==> src/inc/pawa_pkg.sv <==
// Purpose: Shared constants and types for the pixel array window addressing
// Assumes: One 25 MHz clock; 640 column registers, each selecting two columns
// Notes: Sub-sample offset tables are indexed by {swap_inner, swap_outer}
package pawa_pkg;
  localparam int COL_REGS = 640;
  localparam int ROWS = 1024;
  localparam int COL_AW = 10;
  localparam int PIX_CW = 11;
  localparam int ROW_AW = 10;
  localparam int DATA_W = 10;
  localparam int GAIN_W = 4;
  localparam int DAC_W = 7;
  localparam int FIFO_DEPTH = 8;

  // Calibration time in row blanking, in ns, and the clock rate in MHz
  localparam int CLK_MHZ = 25;
  localparam int CAL_NS = 3500;
  localparam int CAL_CYC = (CAL_NS * CLK_MHZ + 999) / 1000;
  localparam int CAL_CW = 7;
  localparam logic [CAL_CW-1:0] CAL_LAST = CAL_CW'(CAL_CYC - 1);

  localparam logic [COL_AW-1:0] COL_LAST = COL_AW'(COL_REGS - 1);
  localparam logic [ROW_AW-1:0] ROW_LAST = ROW_AW'(ROWS - 1);
  localparam logic [COL_AW-1:0] COL_STEP_FULL = 10'h001;
  localparam logic [COL_AW-1:0] COL_STEP_SUB = 10'h002;
  localparam logic [ROW_AW-1:0] ROW_STEP_FULL = 10'h001;
  localparam logic [ROW_AW-1:0] ROW_STEP_SKIP = 10'h003;

  // Offset inside a group of four read for the first and second pixel
  localparam logic [7:0] OFS_LO_TBL = 8'h84;
  localparam logic [7:0] OFS_HI_TBL = 8'hed;

  typedef struct packed {
    logic sub;
    logic swap_inner;
    logic swap_outer;
  } pawa_sub_s;

  typedef struct packed {
    logic [GAIN_W-1:0] gain;
    logic [DAC_W-1:0] coarse;
    logic [DAC_W-1:0] fine;
  } pawa_amp_s;

  typedef struct packed {
    logic [ROW_AW-1:0] row;
    logic [PIX_CW-1:0] col;
    logic odd;
    logic [DATA_W-1:0] data;
  } pawa_pix_s;

  localparam int PIX_W = $bits(pawa_pix_s);

  typedef enum {
    ST_IDLE,
    ST_CALIB,
    ST_SYNC,
    ST_READ
  } pawa_state_e;
endpackage

==> src/core/pawa_fifo.sv <==
// Purpose: Small synchronous FIFO with valid/ready on both sides
// Assumes: Single clock, synchronous active-low reset
// Notes: Full and empty come from an occupancy count
`timescale 1ns/1ns
module pawa_fifo #(
  parameter int WIDTH = 32,
  parameter int DEPTH = 8
) (
  input wire logic clk, // System clock
  input wire logic nrst, // Synchronous reset, active low
  input wire logic [WIDTH-1:0] in_data, // Write data
  input wire logic in_valid, // Write request
  output logic in_ready, // Room for one more word
  output logic [WIDTH-1:0] out_data, // Head word
  output logic out_valid, // Head word present
  input wire logic out_ready // Reader takes the head word
);
  localparam int AW = $clog2(DEPTH);
  localparam int CW = AW + 1;

  logic [WIDTH-1:0] mem_ff [DEPTH];
  logic [AW-1:0] wr_ptr_ff;
  logic [AW-1:0] rd_ptr_ff;
  logic [CW-1:0] count_ff;
  logic push;
  logic pop;

  function automatic logic [AW-1:0] ptr_inc(input logic [AW-1:0] p);
    ptr_inc = (p == AW'(DEPTH - 1)) ? '0 : p + 1'b1;
  endfunction

  assign in_ready = (count_ff != CW'(DEPTH));
  assign out_valid = (count_ff != '0);
  assign out_data = mem_ff[rd_ptr_ff];
  assign push = in_valid && in_ready;
  assign pop = out_valid && out_ready;

  always_ff @(posedge clk) begin
    if (push) begin
      mem_ff[wr_ptr_ff] <= in_data;
    end
  end

  always_ff @(posedge clk) begin
    if (!nrst) begin
      wr_ptr_ff <= '0;
      rd_ptr_ff <= '0;
      count_ff <= '0;
    end else begin
      if (push) begin
        wr_ptr_ff <= ptr_inc(wr_ptr_ff);
      end
      if (pop) begin
        rd_ptr_ff <= ptr_inc(rd_ptr_ff);
      end
      if (push && !pop) begin
        count_ff <= count_ff + 1'b1;
      end else if (pop && !push) begin
        count_ff <= count_ff - 1'b1;
      end
    end
  end
endmodule

==> src/core/pawa_core.sv <==
// Purpose: Column/row window addressing, bus merge and amplifier codes
// Assumes: Controller pins are asynchronous; array bus data is on clk
// Notes: Column pointer is held as its register position, not one-hot
`timescale 1ns/1ns
module pawa_core (
  input wire logic clk, // System (pixel) clock
  input wire logic nrst, // Synchronous reset, active low
  input wire logic row_start_pin, // Row start from controller, async
  input wire logic row_clock_pin, // Row clock from controller, async
  input wire logic col_sync_pin, // Column sync from controller, async
  input wire pawa_pkg::pawa_sub_s col_mode, // Column sub-sample and swaps
  input wire pawa_pkg::pawa_sub_s row_mode, // Row sub-sample and swaps
  input wire logic [9:0] col_win_start, // First column register of window
  input wire logic [9:0] col_win_end, // Last column register of window
  input wire logic [9:0] row_win_start, // First row of window
  input wire logic [9:0] row_win_end, // Last row of window
  input wire logic [9:0] bus_a_data, // Even column of selected pair
  input wire logic [9:0] bus_b_data, // Odd column of selected pair
  input wire pawa_pkg::pawa_amp_s amp_in, // New gain and offset codes
  input wire logic amp_load, // Take amp_in, one-cycle pulse
  input wire logic pix_ready, // Downstream accepts a pixel
  output pawa_pkg::pawa_pix_s pix_out, // Pixel with its address
  output logic pix_valid, // pix_out holds a pixel
  output logic [9:0] col_ptr, // Column register position, one clock late
  output logic [9:0] row_addr, // Physical row being read
  output pawa_pkg::pawa_amp_s amp_out, // Applied gain and offset codes
  output logic [6:0] offset_now, // Offset code for the current pixel
  output logic calib_busy, // Amplifier calibration running
  output logic line_active, // Column readout in progress
  output logic frame_active // Inside the row window
);
  // Maps a linear index to the physical one for the active pattern
  function automatic logic [10:0] map_idx(input logic [10:0] lin,
                                          input pawa_pkg::pawa_sub_s m);
    logic [2:0] sel;
    logic [1:0] ofs;
    sel = {m.swap_inner, m.swap_outer, 1'b0};
    ofs = lin[0] ? pawa_pkg::OFS_HI_TBL[sel +: 2]
                 : pawa_pkg::OFS_LO_TBL[sel +: 2];
    if (m.sub) begin
      map_idx = {lin[10:2], ofs};
    end else begin
      map_idx = lin;
    end
  endfunction

  // Two-stage synchronisers for the controller pins
  logic [2:0] pin_meta_ff;
  logic [2:0] pin_sync_ff;
  logic rclk_prev_ff;
  logic row_start_s;
  logic row_clock_s;
  logic col_sync_s;
  logic row_edge;

  always_ff @(posedge clk) begin
    if (!nrst) begin
      pin_meta_ff <= '0;
      pin_sync_ff <= '0;
      rclk_prev_ff <= 1'b0;
    end else begin
      pin_meta_ff <= {row_start_pin, row_clock_pin, col_sync_pin};
      pin_sync_ff <= pin_meta_ff;
      rclk_prev_ff <= pin_sync_ff[1];
    end
  end

  assign row_start_s = pin_sync_ff[2];
  assign row_clock_s = pin_sync_ff[1];
  assign col_sync_s = pin_sync_ff[0];
  assign row_edge = row_clock_s && !rclk_prev_ff;

  pawa_pkg::pawa_state_e state_ff;
  pawa_pkg::pawa_state_e nxt_state;
  pawa_pkg::pawa_sub_s col_mode_ff;
  pawa_pkg::pawa_sub_s row_mode_ff;
  logic [9:0] col_start_ff;
  logic [9:0] col_end_ff;
  logic [9:0] row_end_ff;
  logic [9:0] row_log_ff;
  logic [9:0] nxt_row_log;
  logic [9:0] row_addr_ff;
  logic [10:0] row_map;
  logic frame_ff;
  logic nxt_frame;
  logic [pawa_pkg::CAL_CW-1:0] cal_cnt_ff;
  logic [9:0] col_ptr_ff;
  logic [9:0] col_step;
  logic [10:0] col_next;
  logic phase_ff;
  logic synced_ff;
  logic row_go;
  logic row_load;
  logic fifo_in_ready;
  logic fifo_in_valid;
  pawa_pkg::pawa_pix_s fifo_in;
  pawa_pkg::pawa_pix_s fifo_out;
  logic fifo_out_valid;
  logic fifo_out_ready;
  pawa_pkg::pawa_pix_s pix_ff;
  logic pix_valid_ff;
  pawa_pkg::pawa_amp_s amp_ff;
  logic [6:0] offset_now_ff;

  // Row start only counts together with a row clock edge
  assign row_load = row_edge && row_start_s;
  assign row_go = row_edge && (row_start_s || frame_ff);

  // Row stepping: plain +1, or visit a pair and skip the next pair
  always_comb begin
    nxt_row_log = row_log_ff;
    nxt_frame = frame_ff;
    if (row_load) begin
      // Sub-sampled windows start on a pair aligned to a group of four
      nxt_row_log = row_mode.sub ? {row_win_start[9:2], 2'b00}
                                 : row_win_start;
      nxt_frame = 1'b1;
    end else if (row_edge && frame_ff) begin
      if (row_mode_ff.sub && row_log_ff[0]) begin
        nxt_row_log = row_log_ff + pawa_pkg::ROW_STEP_SKIP;
      end else begin
        nxt_row_log = row_log_ff + pawa_pkg::ROW_STEP_FULL;
      end
      // Wrap past the last row or overshoot of the window ends the frame
      if (nxt_row_log > row_end_ff || nxt_row_log < row_log_ff) begin
        nxt_frame = 1'b0;
      end
    end
  end

  // The pattern of a new frame applies from its first row
  assign row_map = map_idx({1'b0, nxt_row_log},
                           row_load ? row_mode : row_mode_ff);

  always_ff @(posedge clk) begin
    if (!nrst) begin
      row_log_ff <= '0;
      row_addr_ff <= '0;
      frame_ff <= 1'b0;
    end else begin
      row_log_ff <= nxt_row_log;
      frame_ff <= nxt_frame;
      row_addr_ff <= row_map[pawa_pkg::ROW_AW-1:0];
    end
  end

  // Modes and window ends are frozen per frame so a mid-frame write
  // cannot leave the pointers on an illegal position
  always_ff @(posedge clk) begin
    if (!nrst) begin
      col_mode_ff <= '0;
      row_mode_ff <= '0;
      col_start_ff <= '0;
      col_end_ff <= pawa_pkg::COL_LAST;
      row_end_ff <= pawa_pkg::ROW_LAST;
    end else if (row_load) begin
      col_mode_ff <= col_mode;
      row_mode_ff <= row_mode;
      row_end_ff <= row_win_end;
      col_end_ff <= col_win_end;
      // Sub-sample: odd start dropped to even; 639 becomes 638
      col_start_ff <= col_mode.sub ? {col_win_start[9:1], 1'b0}
                                   : col_win_start;
    end
  end

  // Line sequence: calibration, column sync, then readout
  always_comb begin
    nxt_state = state_ff;
    case (state_ff)
      pawa_pkg::ST_IDLE: begin
        if (row_go && nxt_frame) begin
          nxt_state = pawa_pkg::ST_CALIB;
        end
      end
      pawa_pkg::ST_CALIB: begin
        if (cal_cnt_ff == pawa_pkg::CAL_LAST) begin
          nxt_state = pawa_pkg::ST_SYNC;
        end
      end
      pawa_pkg::ST_SYNC: begin
        if (synced_ff && !col_sync_s) begin
          nxt_state = pawa_pkg::ST_READ;
        end
      end
      pawa_pkg::ST_READ: begin
        if (fifo_in_ready && phase_ff &&
            (col_next > {1'b0, col_end_ff} ||
             col_next > {1'b0, pawa_pkg::COL_LAST})) begin
          nxt_state = pawa_pkg::ST_IDLE;
        end
      end
      default: begin
        nxt_state = pawa_pkg::ST_IDLE;
      end
    endcase
    // A new row clock restarts the line from blanking
    if (row_go) begin
      nxt_state = nxt_frame ? pawa_pkg::ST_CALIB : pawa_pkg::ST_IDLE;
    end
  end

  always_ff @(posedge clk) begin
    if (!nrst) begin
      state_ff <= pawa_pkg::ST_IDLE;
    end else begin
      state_ff <= nxt_state;
    end
  end

  always_ff @(posedge clk) begin
    if (!nrst) begin
      cal_cnt_ff <= '0;
    end else if (state_ff == pawa_pkg::ST_CALIB &&
                 nxt_state == pawa_pkg::ST_CALIB) begin
      cal_cnt_ff <= cal_cnt_ff + 1'b1;
    end else begin
      cal_cnt_ff <= '0;
    end
  end

  // Column pointer: pair select, stepping every second clock
  assign col_step = col_mode_ff.sub ? pawa_pkg::COL_STEP_SUB
                                    : pawa_pkg::COL_STEP_FULL;
  assign col_next = {1'b0, col_ptr_ff} + {1'b0, col_step};

  always_ff @(posedge clk) begin
    if (!nrst) begin
      col_ptr_ff <= '0;
      phase_ff <= 1'b0;
      synced_ff <= 1'b0;
    end else if (state_ff == pawa_pkg::ST_SYNC) begin
      phase_ff <= 1'b0;
      if (col_sync_s) begin
        col_ptr_ff <= col_start_ff;
        synced_ff <= 1'b1;
      end
    end else if (state_ff == pawa_pkg::ST_READ) begin
      synced_ff <= 1'b0;
      // A full FIFO holds the pointer; nothing is skipped
      if (fifo_in_ready) begin
        phase_ff <= !phase_ff;
        if (phase_ff) begin
          col_ptr_ff <= col_next[9:0];
        end
      end
    end else begin
      synced_ff <= 1'b0;
      phase_ff <= 1'b0;
    end
  end

  // Bus A on the first clock of a pair, bus B on the second
  assign fifo_in_valid = (state_ff == pawa_pkg::ST_READ);
  always_comb begin
    fifo_in.row = row_addr_ff;
    fifo_in.col = map_idx({col_ptr_ff, phase_ff}, col_mode_ff);
    fifo_in.odd = phase_ff;
    fifo_in.data = phase_ff ? bus_b_data : bus_a_data;
  end

  pawa_fifo #(
    .WIDTH(pawa_pkg::PIX_W),
    .DEPTH(pawa_pkg::FIFO_DEPTH)
  ) u_fifo (
    .clk(clk),
    .nrst(nrst),
    .in_data(fifo_in),
    .in_valid(fifo_in_valid),
    .in_ready(fifo_in_ready),
    .out_data(fifo_out),
    .out_valid(fifo_out_valid),
    .out_ready(fifo_out_ready)
  );

  // Output register; refills in the same cycle it is taken, so full rate
  assign fifo_out_ready = !pix_valid_ff || pix_ready;

  always_ff @(posedge clk) begin
    if (!nrst) begin
      pix_ff <= '0;
      pix_valid_ff <= 1'b0;
    end else if (fifo_out_ready) begin
      pix_ff <= fifo_out;
      pix_valid_ff <= fifo_out_valid;
    end
  end

  // Gain and offset codes; the DAC references themselves are analog
  always_ff @(posedge clk) begin
    if (!nrst) begin
      amp_ff <= '0;
    end else if (amp_load) begin
      amp_ff <= amp_in;
    end
  end

  // Fine trim only offsets the odd-column group against the even one
  always_ff @(posedge clk) begin
    if (!nrst) begin
      offset_now_ff <= '0;
    end else if (fifo_out_ready && fifo_out_valid && fifo_out.odd) begin
      offset_now_ff <= amp_ff.fine;
    end else if (fifo_out_ready && fifo_out_valid) begin
      offset_now_ff <= amp_ff.coarse;
    end
  end

  logic calib_ff;
  logic line_ff;
  logic [9:0] col_ptr_out_ff;

  always_ff @(posedge clk) begin
    if (!nrst) begin
      calib_ff <= 1'b0;
      line_ff <= 1'b0;
      col_ptr_out_ff <= '0;
    end else begin
      calib_ff <= (nxt_state == pawa_pkg::ST_CALIB);
      line_ff <= (nxt_state == pawa_pkg::ST_READ);
      col_ptr_out_ff <= col_ptr_ff;
    end
  end

  assign pix_out = pix_ff;
  assign pix_valid = pix_valid_ff;
  assign col_ptr = col_ptr_out_ff;
  assign row_addr = row_addr_ff;
  assign amp_out = amp_ff;
  assign offset_now = offset_now_ff;
  assign calib_busy = calib_ff;
  assign line_active = line_ff;
  assign frame_active = frame_ff;
endmodule

==> config.mk <==
export PLATFORM = sky130hd
export DESIGN_NAME = pawa_core
export DESIGN_NICKNAME = d
export VERILOG_FILES = /design/src/inc/pawa_pkg.sv /design/src/core/pawa_fifo.sv /design/src/core/pawa_core.sv
export SDC_FILE = /design/constraint.sdc
export NUM_CORES = 1
export LEC_CHECK = 0
export ABC_AREA = 1
export ABC_CLOCK_PERIOD_IN_PS = 4650
export BUFFER_PORTS_ARGS = -buffer_cell sky130_fd_sc_hd__clkbuf_2
export CORE_UTILIZATION = 35
export DETAILED_ROUTE_END_ITERATION = 7
export PLACE_DENSITY = 0.6
export SLEW_MARGIN = 40
export SYNTH_ARGS = -nofsm -noshare
export SYNTH_HDL_FRONTEND = slang
export SYNTH_SLANG_ARGS = --single-unit
==> constraint.sdc <==
create_clock -name clk -period 4.65 [get_ports clk]
set_input_delay 0.93 -clock clk [delete_from_list [all_inputs] [get_ports clk]]
set_output_delay 0.93 -clock clk [all_outputs]
set_load 0.05 [all_outputs]
==> implementation parameters, run 1 <==
Parameter                              Value

Run status
  Outcome ... finished, final reports clean

Yosys
  Cell with the most instances after synthesis ... nand2_1
  Post-synth top area share ... 0.4288
  Share of synthesized area occupied by flip-flops and latches ... 0.6409
  Adder-Cell Fraction of Synth Area ... 0.02778
  Cell type with the highest aggregate area in the netlist ... edfxtp_1
  Distinct cell type count of the synthesized netlist ... 47
  Dominant combinational cell family by area after synthesis ... simple AND/OR/NAND/NOR gates
  Synth top cells by count ... 289 x nand2_1, 258 x nor2_1, 256 x edfxtp_1
  Fraction of synthesized cell area in xor and xnor cells ... 0.007328
  Number of storage elements in the synthesis netlist ... 446
  Dominant cells by area after synthesis ... edfxtp_1 43%, dfxtp_1 21%, nand2_1 6.1%, nor2_1 5.4%, o21ai_0 5.3%
  Number of standard cells after synthesis ... 1777
  Post-Syn Area per Cell ... 10.09 sq um
  Multiplexer area fraction after synthesis ... 0.001117
  Leading register cell type out of synthesis ... edfxtp_1
  Area fraction in compound gates after synthesis ... 0.1188
  Basic-gate share of the synthesized area counting and, or, nand and nor cells ... 0.1462
  Number of enable-type register cells in the synthesized netlist ... 256
  Yosys Warn Count ... 0
  Netlist area before placement ... 0.01793 sq mm
  Async S/R FF share, synth ... 0

Finish
  Fill cell total of the finished layout ... 4836
  Final cell area excluding filler cells ... 0.02118 sq mm
  Fin nets ... 2079
  Area added between synthesis and finish ... 18.15%
  Share of post-route cells with drive strength above 1 ... 0.1508
  Number of inserted diodes ... 0
  Register Area ... 0.01150 sq mm
  Multi-input gate area ... 0.005567 sq mm

Clocking
  Clock root buffer ... clkbuf_16
  Clock-pin slew on the worst setup and hold paths ... 0.06 ns
  Largest buffer count on any clock path ... 3
  Quantity of gates resized following cts ... 0
  Hold buffers post-CTS ... 0
  TritonCTS Sinks ... 446
  TritonCTS Buffers ... 48
  Post-CTS repair timing setup buffer count ... 0
  Later-pin clock latency in the skew report ... 0.59 ns
  Clock tree from TritonCTS ... done
  H-tree Lvls ... 2

Floorplan
  Horizontal die dimension ... 228.3 microns
  Initial standard-cell utilization of the core ... 0.3559
  Ports ... 172
  Die outline height ... 228.3 microns
  Floorplan Core Area ... 0.05038 sq mm
  Die ar. ... 0.05213 sq mm
  Row cnt ... 82

STA
  Fmax ... 303.8 MHz
  Final setup margin ... 1.358 ns
  Shortest period the worst path allows ... 3.292 ns
  RSZ-0062 raised after global routing ... false
  Final-report max-slew violation count ... 0
  Setup Skew ... 0.02428 ns
  Actual slew at the worst max-slew pin ... 0.8370 ns
  Accumulated negative setup slack ... 0 ns
  Worst slew margin relative to its limit ... 0.4390
  Total of endpoints with negative setup slack in the final report ... 0
  Final Cycle Share ... 0.7079
  Final Hold Violating Endpoints ... 0

Setup path
  Critical path class ... flop to flop
  Max Fanout on Critical Path ... 7
  Worst r2r path cells ... 24
  Endpoint kind of the worst setup timing path ... flop
  CP arrival ... 3.81 ns
  Category of the worst setup path launch point ... flop
  Data required time of the critical path ... 5.17 ns

Global route
  Overflow left after global routing ... 0
  Number of antenna violations at the first check in global routing ... 0
  Number of global-route vias before repair ... 12.80k
  First-pass GRT wire length ... 69400 microns
  Overall fraction of global-route tracks in use ... 0.1663
  Largest net degree at the start of global routing ... 69

Drt
  Via/cell ratio ... 4.894
  Number of iterations in the first detailed-routing pass ... 5
  Overall via count from detail_route ... 13.02k
  Residual antenna-violating net count after detailed routing ... 0
  Number of design rule violations left after detail routing ... 0
  Drt total wl ... 43170 microns
  Routed wirelength normalized by instance count ... 16.22 microns
  DRC marker count from the first detailed-route iteration ... 824

Pwr
  Peak ir drop on the vdd network ... 0.2461 mV
  Pleak ... 8.516 nW
  Power density of the placed cells ... 527.4 mW/mm^2
  Tot Pwr ... 11.17 mW

Placement
  Cell area after placement ... 0.01958 sq mm
  Dpl hpwl ... 26690 microns
  Worst slack at placement ... 0.9885 ns
  Routability congestion estimate ... 0.7930
  Port-buffer cells ... 171

Hold path
  Class of the tightest hold or removal check ... flop to flop
  Hold Path Stages ... 2

Job
  Max-cap violation count ... 0
-- logic make-up after synthesis --
group / after synthesis
AOI/OAI and AO/OA: 372
xor gates and xnor gates: 15
adders and majority gates: 38
buffers and inverters: 261
DFF: 446
muxes: 2
other: 1
and+or+nand+nor: 642
-- flip-flops by register name (all words and copies together) (netlist names), 2 cells and up, named ones only --
signal            count
u_fifo.mem_ff       256
pix_out              32
state_ff             32
amp_out              18
col_end_ff           10
col_ptr              10
col_ptr_ff           10
col_start_ff         10
row_end_ff           10
row_log_ff           10
cal_cnt_ff            7
offset_now            7
u_fifo.count_ff       4
col_mode_ff           3
pin_meta_ff           3
pin_sync_ff           3
row_mode_ff           3
u_fifo.rd_ptr_ff      3
u_fifo.wr_ptr_ff      3
row_addr              2
-- through the flow --
| step | cells | utilization | hold slack (ns) |
|---|---|---|---|
| after global placement | 2572 | 0.3884 | 0.4031 |
| final | 2661 | 0.4205 | 0.4107 |
| after floorplan | 1806 | - | 0.3905 |
| after global routing | 2661 | 0.4205 | 0.4324 |
| after CTS | 2661 | 0.4204 | 0.4110 |
| after detailed placement | 2572 | 0.3887 | 0.3968 |
-- area by class of cell --
| class | instances | area share |
|---|---|---|
| Clock buffer | 64 | 0.06244 |
| Clock inverter | 25 | 0.01311 |
| Inverter | 163 | 0.02889 |
| Multi-Input combinational cell | 1099 | 0.2628 |
| Sequential cell | 446 | 0.5427 |
| Tap cell | 672 | 0.03970 |
| Timing Repair Buffer | 192 | 0.05033 |
-- power breakdown --
group / total, mW / internal [mW] / switching [mW]
Clock: 3.87 / 2.29 / 1.58
Combinational: 2.68 / 0.724 / 1.95
Sequential: 4.63 / 4.38 / 0.252
-- critical path: stages, from the launching register on --
cell	delay, ns
dfxtp_1	0.33
inv_1	0.17
ha_1	0.19
inv_1	0.05
fa_1	0.44
nor2_4	0.19
nand3_1	0.11
xor2_1	0.17
inv_1	0.07
ha_1	0.28
nand2_1	0.08
inv_1	0.04
a21oi_1	0.13
nand2_1	0.06
nand2_1	0.05
nand2_1	0.04
nand2_1	0.06
nand3_1	0.11
nand2_1	0.10
nand2_1	0.05
nand2_1	0.06
nand2_1	0.06
nand2_2	0.10
nand4_4	0.13
nor2_1	0.14
-- path summary, 6_finish.rpt --
| check | slack, ns | to | from |
|---|---|---|---|
| worst max register to register | 1.36 | cal_cnt_ff[6] | col_mode_ff[2] |
| worst min-delay path | 0.41 | pin_sync_ff[1] | pin_meta_ff[1] |
| worst max-delay path | 1.36 | cal_cnt_ff[6] | col_mode_ff[2] |
| worst min register to register | 0.41 | pin_sync_ff[1] | pin_meta_ff[1] |
-- placed cells by master (no fill, tap or decap), drive strengths merged, types with 4 or more instances in the layout --
cell	instances
a21oi	33
a31oi	17
buf	22
bufinv	5
clkbuf	234
clkinv	16
clkinvlp	4
conb	30
dfxtp	190
edfxtp	256
ha	35
inv	163
nand2	293
nand3	58
nand4	7
nor2	264
nor3	14
o211ai	47
o21ai	193
o22ai	69
xnor2	6
xor2	9
-- metal layers --
| metal | wire (microns) | up-vias | share of wire | global-route usage |
|---|---|---|---|---|
| met5 | 0 | - | 0 | 0 |
| li1 | - | 6368 | - | - |
| met3 | 2396 | 82 | 0.056 | 0.03156 |
| met1 | 19730 | 6235 | 0.46 | 0.2226 |
| met2 | 20040 | 338 | 0.46 | 0.2726 |
| met4 | 999 | 0 | 0.023 | 0.05013 |
Power figures use the tool's default switching activity.
==> inputs of run 2 (changes only) <==
--- a/config.mk
+++ b/config.mk
@@ -5,8 +5,8 @@
 export SDC_FILE = /design/constraint.sdc
 export NUM_CORES = 1
 export LEC_CHECK = 0
-export ABC_AREA = 1
-export ABC_CLOCK_PERIOD_IN_PS = 4650
+export ABC_AREA = 0
+export ABC_CLOCK_PERIOD_IN_PS = 3450
 export BUFFER_PORTS_ARGS = -buffer_cell sky130_fd_sc_hd__clkbuf_2
 export CORE_UTILIZATION = 35
 export DETAILED_ROUTE_END_ITERATION = 7
==> constraint.sdc (replaced) <==
create_clock -name clk -period 3.45 [get_ports clk]
set_input_delay 0.69 -clock clk [delete_from_list [all_inputs] [get_ports clk]]
set_output_delay 0.69 -clock clk [all_outputs]
set_load 0.05 [all_outputs]
==> run 2 against run 1 <==
Compared with the run above:
- utilization grew 1.5 points
- critical endpoint unchanged
- sequential power grew 31%
- hold slack lost 0.094 ns
- register-to-register slack lost 1.2 ns
- via count shrank 18%
- clock skew grew 0.0051 ns
- fmax shrank 0.31%
- clock power grew 35%
- critical path type unchanged
- sequential share of layout area shrank 0.62 points
- first-iteration DRC count shrank 4.4%
- global-route usage shrank 1.2 points
- critical path depth shrank 9
==> implementation parameters, run 2 <==
Parameter                              Value

Global route
  First-pass GRT wire length ... 60410 microns
  Overflow left after global routing ... 0
  Overall fraction of global-route tracks in use ... 0.1547
  Met1 track demand over resource ... 0.2052
  Largest net degree at the start of global routing ... 87
  Number of antenna violations at the first check in global routing ... 0
  Number of global-route vias before repair ... 10.66k
  Routing layer with the top usage in global route ... met2
  Routing usage on met2 ... 0.2578
  Met3 Track Usage GR ... 0.03240

Setup path
  Category of the worst setup path launch point ... flop
  Worst path bufs/invs ... 2
  Data required time of the critical path ... 3.95 ns
  Largest delay share family, worst path ... simple AND/OR/NAND/NOR gates
  CP arrival ... 3.81 ns
  Cell at the slowest stage of the critical path ... dfxtp_4
  Endpoint kind of the worst setup timing path ... flop
  Critical path class ... flop to flop
  Library cell appearing most often on the critical path ... and3_4
  Max Fanout on Critical Path ... 5
  Cells along the critical path ... and2_4, fa_2, and3_4, and3_4, and3_4, ha_4, inv_1, ha_4, nand4_1, a31oi_1, o31ai_2, o311ai_2, o221a_4, buf_4, nor3_2
  Slowest Stage Delay on Critical Path ... 0.36 ns

Yosys
  Distinct cell type count of the synthesized netlist ... 61
  Yosys Warn Count ... 0
  Cell with the most instances after synthesis ... edfxtp_1
  Number of enable-type register cells in the synthesized netlist ... 256
  Cell type with the highest aggregate area in the netlist ... edfxtp_1
  Async S/R FF share, synth ... 0
  Netlist area before placement ... 0.01758 sq mm
  Post-Syn Area per Cell ... 13.92 sq um
  Dominant cells by area after synthesis ... edfxtp_1 44%, dfxtp_1 22%, mux4_2 8.2%, mux2i_1 3.9%, ha_1 2.5%
  Share of synthesized area occupied by flip-flops and latches ... 0.6537
  Leading register cell type out of synthesis ... edfxtp_1
  Number of storage elements in the synthesis netlist ... 446
  Synth top cells by count ... 256 x edfxtp_1, 190 x dfxtp_1, 105 x nor2_1
  Post-synth top area share ... 0.4373
  Number of standard cells after synthesis ... 1263

Floorplan
  Floorplan Core Area ... 0.04925 sq mm
  Ports ... 172
  Die ar. ... 0.05112 sq mm
  Row cnt ... 81
  Die outline height ... 226.1 microns
  Initial standard-cell utilization of the core ... 0.3569
  Horizontal die dimension ... 226.1 microns

Clocking
  Hold buffers post-CTS ... 0
  TritonCTS Sinks ... 446
  Clock-pin slew on the worst setup and hold paths ... 0.06 ns
  TritonCTS Buffers ... 48
  Clock root buffer ... clkbuf_16
  H-tree Lvls ... 2
  Later-pin clock latency in the skew report ... 0.60 ns
  Largest buffer count on any clock path ... 3
  Clock tree from TritonCTS ... done

STA
  Final Cycle Share ... 0.9571
  Final Hold Violating Endpoints ... 0
  Shortest period the worst path allows ... 3.302 ns
  Setup Skew ... 0.02935 ns
  Total of endpoints with negative setup slack in the final report ... 0
  Fmax ... 302.9 MHz
  Worst slew margin relative to its limit ... 0.4878
  Final-report max-slew violation count ... 0
  Actual slew at the worst max-slew pin ... 0.7664 ns

Finish
  Share of the core filled with cells in the final layout ... 0.4352
  Number of flip-flops in the largest register ... 256
  Area added between synthesis and finish ... 21.95%
  Number of inserted diodes ... 0
  Share of post-route cells with drive strength above 1 ... 0.2852
  Fin nets ... 1621
  Reg with most FFs ... u_fifo.mem_ff
  Most common library cell in the layout ignoring fill and taps ... edfxtp_1
  Fill cell total of the finished layout ... 4544
  Layout Cells excl Fill ... 2196
  Top library cells by usage in the layout, fill and taps aside ... 256 x edfxtp_1, 186 x dfxtp_1, 174 x clkbuf_2
  Final cell area excluding filler cells ... 0.02144 sq mm
  Multi-input gate area ... 0.005942 sq mm
  Register Area ... 0.01150 sq mm

Placement
  Routability congestion estimate ... 0.8415
  Dpl hpwl ... 25620 microns
  Port-buffer cells ... 171
  Cell area after placement ... 0.01959 sq mm
  DP Cell Count ... 2103

Drt
  Number of design rule violations left after detail routing ... 0
  Overall via count from detail_route ... 10.69k
  Residual antenna-violating net count after detailed routing ... 0
  Drt total wl ... 39160 microns
  Via/cell ratio ... 4.866
  Number of iterations in the first detailed-routing pass ... 5
  DRC marker count from the first detailed-route iteration ... 788
  Routed wirelength normalized by instance count ... 17.83 microns

Pwr
  Pleak ... 7.977 nW
  Net switching component of the power ... 3.829 mW
  Proportion of total power due to net switching ... 0.2799
  Power density of the placed cells ... 638.2 mW/mm^2
  Proportion of power drawn by combinational gates ... 0.173
  Proportion of power drawn by the clock network ... 0.382
  Part of the total power dissipated in sequential elements ... 0.444
  Internal power summed over all cells ... 9.851 mW
  Peak ir drop on the vdd network ... 0.3338 mV

Run status
  Outcome ... finished, final reports clean

Hold path
  Class of the tightest hold or removal check ... input port to flop

Job
  Max-cap violation count ... 0
run 2: cell types whose count changed in the layout (fill, tap and decap cells not counted), sizes merged, moves of 15 or more:
cell and delta:
o22ai -62, mux4 +64, a211oi +38, mux2i +66
o21ai -169, a21oi +30, o211ai -29, inv -113
and2 +21, nor2 -158, nand3 -41, nand2 -213
a31oi -15, buf +36
run 2: final timing paths:
check	depth (start not counted)	startpoint	to	slack (ns)
max	15	row_log_ff[0]	cal_cnt_ff[6]	0.15
min	2	row_clock_pin	pin_meta_ff[1]	0.32
max reg2reg	15	row_log_ff[0]	cal_cnt_ff[6]	0.15
min reg2reg	1	pin_meta_ff[1]	pin_sync_ff[1]	0.43
run 2: layout make-up:
class / instances / area share
multi-input combinational: 718 / 0.2772
timing repair buffer: 229 / 0.06199
clock inverter: 19 / 0.01097
sequential: 446 / 0.5365
clock buffer: 71 / 0.06595
inverter: 49 / 0.008638
tap: 664 / 0.03876
run 2: stage by stage:
stage	power (mW)	worst slack, ns	TNS (ns)	hold slack, ns
floorplan	7.991	-0.2659	-22.34	0.4119
finish	13.68	0.1481	0	0.3171
CTS	13.89	0.01146	0	0.2886
global route	14.28	-0.01233	-0.01233	0.3019
global placement	8.575	-0.02415	-0.09568	0.4206
detailed placement	8.609	-0.1103	-0.6549	0.4169
run 2: layer usage:
metal | routed length, microns | part of all wire
met1 | 17830 | 0.46
met5 | 0 | 0
met4 | 555 | 0.014
met2 | 19040 | 0.49
met3 | 1733 | 0.044
run 2: logic make-up after synthesis:
| group | count (synthesis) | share of synthesized area |
|---|---|---|
| and+or+nand+nor | 301 | 0.08065 |
| buffers and inverters | 128 | 0.03054 |
| DFF | 446 | 0.6537 |
| adders and majority gates | 40 | 0.02947 |
| other | 1 | 0.0002133 |
| muxes | 145 | 0.1290 |
| AOI/OAI and AO/OA | 179 | 0.06492 |
| xor gates and xnor gates | 23 | 0.01146 |
run 2: timing repair:
action                                  4_1_cts  5_1_grt
setup buffers                                 3        0
pin swaps                                     3        9
endpoints found under the setup margin        9       11
gates resized for setup                       9       26
hold endpoints to repair                      0        0
run 2: power groups by stage:
stage,clock (mW),sequential (mW),combinational [mW]
2_1_floorplan,0,6.63,1.37
3_3_place_gp,0,6.20,2.38
3_5_place_dp,0,6.20,2.40
4_1_cts,5.38,6.09,2.41
5_1_grt,5.60,6.12,2.56
6_report,5.23,6.08,2.37
==> inputs of run 3 (changes only) <==
--- a/config.mk
+++ b/config.mk
@@ -14,4 +14,5 @@
 export SLEW_MARGIN = 40
 export SYNTH_ARGS = -nofsm -noshare
 export SYNTH_HDL_FRONTEND = slang
+export SYNTH_HIERARCHICAL = 1
 export SYNTH_SLANG_ARGS = --single-unit
==> run 3 against run 2 <==
Compared with the run above:
- utilization decreased by 0.72 points
- global-route usage increased by 0.61 points
- fmax increased by 0.82%
- die area increased by 2.7%
- largest power group unchanged
==> implementation parameters, run 3 <==
Parameter                              Value

Finish
  Number of flip-flops in the largest register ... 256
  Share of post-route cells with drive strength above 1 ... 0.2600
  Share of the core filled with cells in the final layout ... 0.4281
  Area added between synthesis and finish ... 19.66%
  Most common library cell in the layout ignoring fill and taps ... edfxtp_1
  Layout Cells excl Fill ... 2249
  Fin nets ... 1668
  Final cell area excluding filler cells ... 0.02161 sq mm
  Reg with most FFs ... u_fifo/mem_ff
  Top library cells by usage in the layout, fill and taps aside ... 256 x edfxtp_1, 188 x dfxtp_1, 171 x clkbuf_2
  Number of inserted diodes ... 0

Clocking
  Largest buffer count on any clock path ... 3
  Later-pin clock latency in the skew report ... 0.59 ns
  Clock tree from TritonCTS ... done
  TritonCTS Buffers ... 47
  Clock root buffer ... clkbuf_16
  H-tree Lvls ... 2
  TritonCTS Sinks ... 446
  Clock-pin slew on the worst setup and hold paths ... 0.06 ns

STA
  Shortest period the worst path allows ... 3.275 ns
  Worst slew margin relative to its limit ... 0.5706
  Actual slew at the worst max-slew pin ... 0.6441 ns
  Final Cycle Share ... 0.9493
  Final Hold Violating Endpoints ... 0
  Hold_ws ... 0.3194 ns
  Final-report max-slew violation count ... 0
  Fmax ... 305.3 MHz
  Total of endpoints with negative setup slack in the final report ... 0
  Final setup margin ... 0.1751 ns
  Setup Skew ... 0.02019 ns

Drt
  Drt total wl ... 41780 microns
  Overall via count from detail_route ... 11.14k
  Via/cell ratio ... 4.955
  Number of iterations in the first detailed-routing pass ... 5
  Residual antenna-violating net count after detailed routing ... 0
  Routed wirelength normalized by instance count ... 18.58 microns
  DRC marker count from the first detailed-route iteration ... 630
  Number of design rule violations left after detail routing ... 0

Setup path
  Category of the worst setup path launch point ... flop
  Critical path class ... flop to flop
  Max Fanout on Critical Path ... 10
  Data required time of the critical path ... 3.93 ns
  Endpoint kind of the worst setup timing path ... flop
  CP arrival ... 3.76 ns
  Register-to-Register Setup Slack ... 0.18 ns

Yosys
  Number of standard cells after synthesis ... 1312
  Post-synth top area share ... 0.4257
  Leading register cell type out of synthesis ... edfxtp_1
  Cell with the most instances after synthesis ... edfxtp_1
  Netlist area before placement ... 0.01806 sq mm
  Number of enable-type register cells in the synthesized netlist ... 256
  Number of storage elements in the synthesis netlist ... 446
  Post-Syn Area per Cell ... 13.76 sq um
  Yosys Warn Count ... 6
  Share of synthesized area occupied by flip-flops and latches ... 0.6363
  Cell type with the highest aggregate area in the netlist ... edfxtp_1
  Distinct cell type count of the synthesized netlist ... 68
  Dominant cells by area after synthesis ... edfxtp_1 43%, dfxtp_1 21%, mux4_1 5.8%, nand2_1 3.2%, mux4_2 3.0%
  Synth top cells by count ... 256 x edfxtp_1, 190 x dfxtp_1, 154 x nand2_1
  Async S/R FF share, synth ... 0

Floorplan
  Row cnt ... 82
  Ports ... 172
  Horizontal die dimension ... 229.1 microns
  Die outline height ... 229.1 microns
  Floorplan Core Area ... 0.05048 sq mm
  Die ar. ... 0.05251 sq mm
  Initial standard-cell utilization of the core ... 0.3577

Run status
  Outcome ... finished, final reports clean

Placement
  Cell area after placement ... 0.01997 sq mm
  Worst slack at placement ... 0.08098 ns
  Dpl hpwl ... 27290 microns
  Routability congestion estimate ... 0.7900
  DP Cell Count ... 2158
  Port-buffer cells ... 171

Global route
  Largest net degree at the start of global routing ... 75
  First-pass GRT wire length ... 65340 microns
  Overall fraction of global-route tracks in use ... 0.1607
  Number of antenna violations at the first check in global routing ... 0
  Overflow left after global routing ... 0
  Number of global-route vias before repair ... 11.29k

Hold path
  Class of the tightest hold or removal check ... input port to flop

Pwr
  Power density of the placed cells ... 511.2 mW/mm^2
  Peak ir drop on the vdd network ... 0.3389 mV
  Pleak ... 8.157 nW

Job
  Max-cap violation count ... 0
[run 3: cell count changes in the layout (fill, tap and decap cells not counted), moves of 31 or more]
cell | previous run | this run
nand2_1 | 80 | 153
mux4_1 | 0 | 40
mux4_2 | 64 | 24
nor2_1 | 101 | 61
mux2i_1 | 68 | 31
mux2_2 | 13 | 44
[run 3: logic make-up after synthesis]
logic type	Yosys count	synth area share
mux	139	0.1328
simple gates	336	0.08654
xor+xnor	23	0.01116
flops	446	0.6363
compound gates	206	0.07365
fa+ha+maj	39	0.02813
buf+inv	122	0.03125
other cells	1	0.0002077
[run 3: final cells by class]
type,instances,area [sq um]
clock buffers,59,1231
clock inverters,28,324.1
repair buffers,230,1334
well taps,672,840.8
flip-flops and latches,446,11500
multi-input cells,773,6228
fillers,4684,28870
inverters,41,153.9
[run 3: worst paths after layout]
| path | start | end | cells after the start |
|---|---|---|---|
| worst max-delay path | row_mode_ff[2] | cal_cnt_ff[3] | 12 |
| worst min-delay path | row_clock_pin | pin_meta_ff[1] | 2 |
| worst max register to register | row_mode_ff[2] | cal_cnt_ff[3] | 12 |
| worst min register to register | pin_meta_ff[2] | pin_sync_ff[2] | 1 |
[run 3: per-layer routing]
layer / wire (microns) / global-route usage / vias up
met4: 861 / 0.04708 / 0
met3: 1809 / 0.02465 / 56
met2: 19660 / 0.2622 / 247
met1: 19450 / 0.2210 / 5522
li1: - / - / 5319
met5: 0 / 0 / -
[run 3: worst max-delay path: stages, from the launching register on]
cell and delay (ns):
dfxtp_1 0.30, and2_1 0.18, ha_1 0.36, a21oi_2 0.11
nor4_4 0.33, xor2_1 0.24, ha_1 0.28, a21o_1 0.18
a21o_1 0.17, a221o_1 0.35, o21ai_2 0.22, o211ai_4 0.18
a211oi_1 0.28
[run 3: through the flow]
| stage | power (mW) | TNS (ns) |
|---|---|---|
| 2_1_floorplan | 5.954 | -98.20 |
| 3_3_place_gp | 6.069 | 0 |
| 3_5_place_dp | 6.076 | 0 |
| 4_1_cts | 11.20 | 0 |
| 5_1_grt | 11.43 | -0.03378 |
| 6_report | 11.05 | 0 |
[run 3: power breakdown]
part	total [mW]	internal [mW]	switching (mW)
combinational	0.300	0.0951	0.205
sequential	5.66	5.63	0.0265
clock	5.09	2.95	2.14
total	11.0	8.68	2.37
[run 3: timing repair]
| action | CTS | global route |
|---|---|---|
| buffers inserted | 0 | 3 |
| endpoints found under the setup margin | 0 | 11 |
| hold buffers | 0 | 0 |
| resized for setup | 0 | 15 |
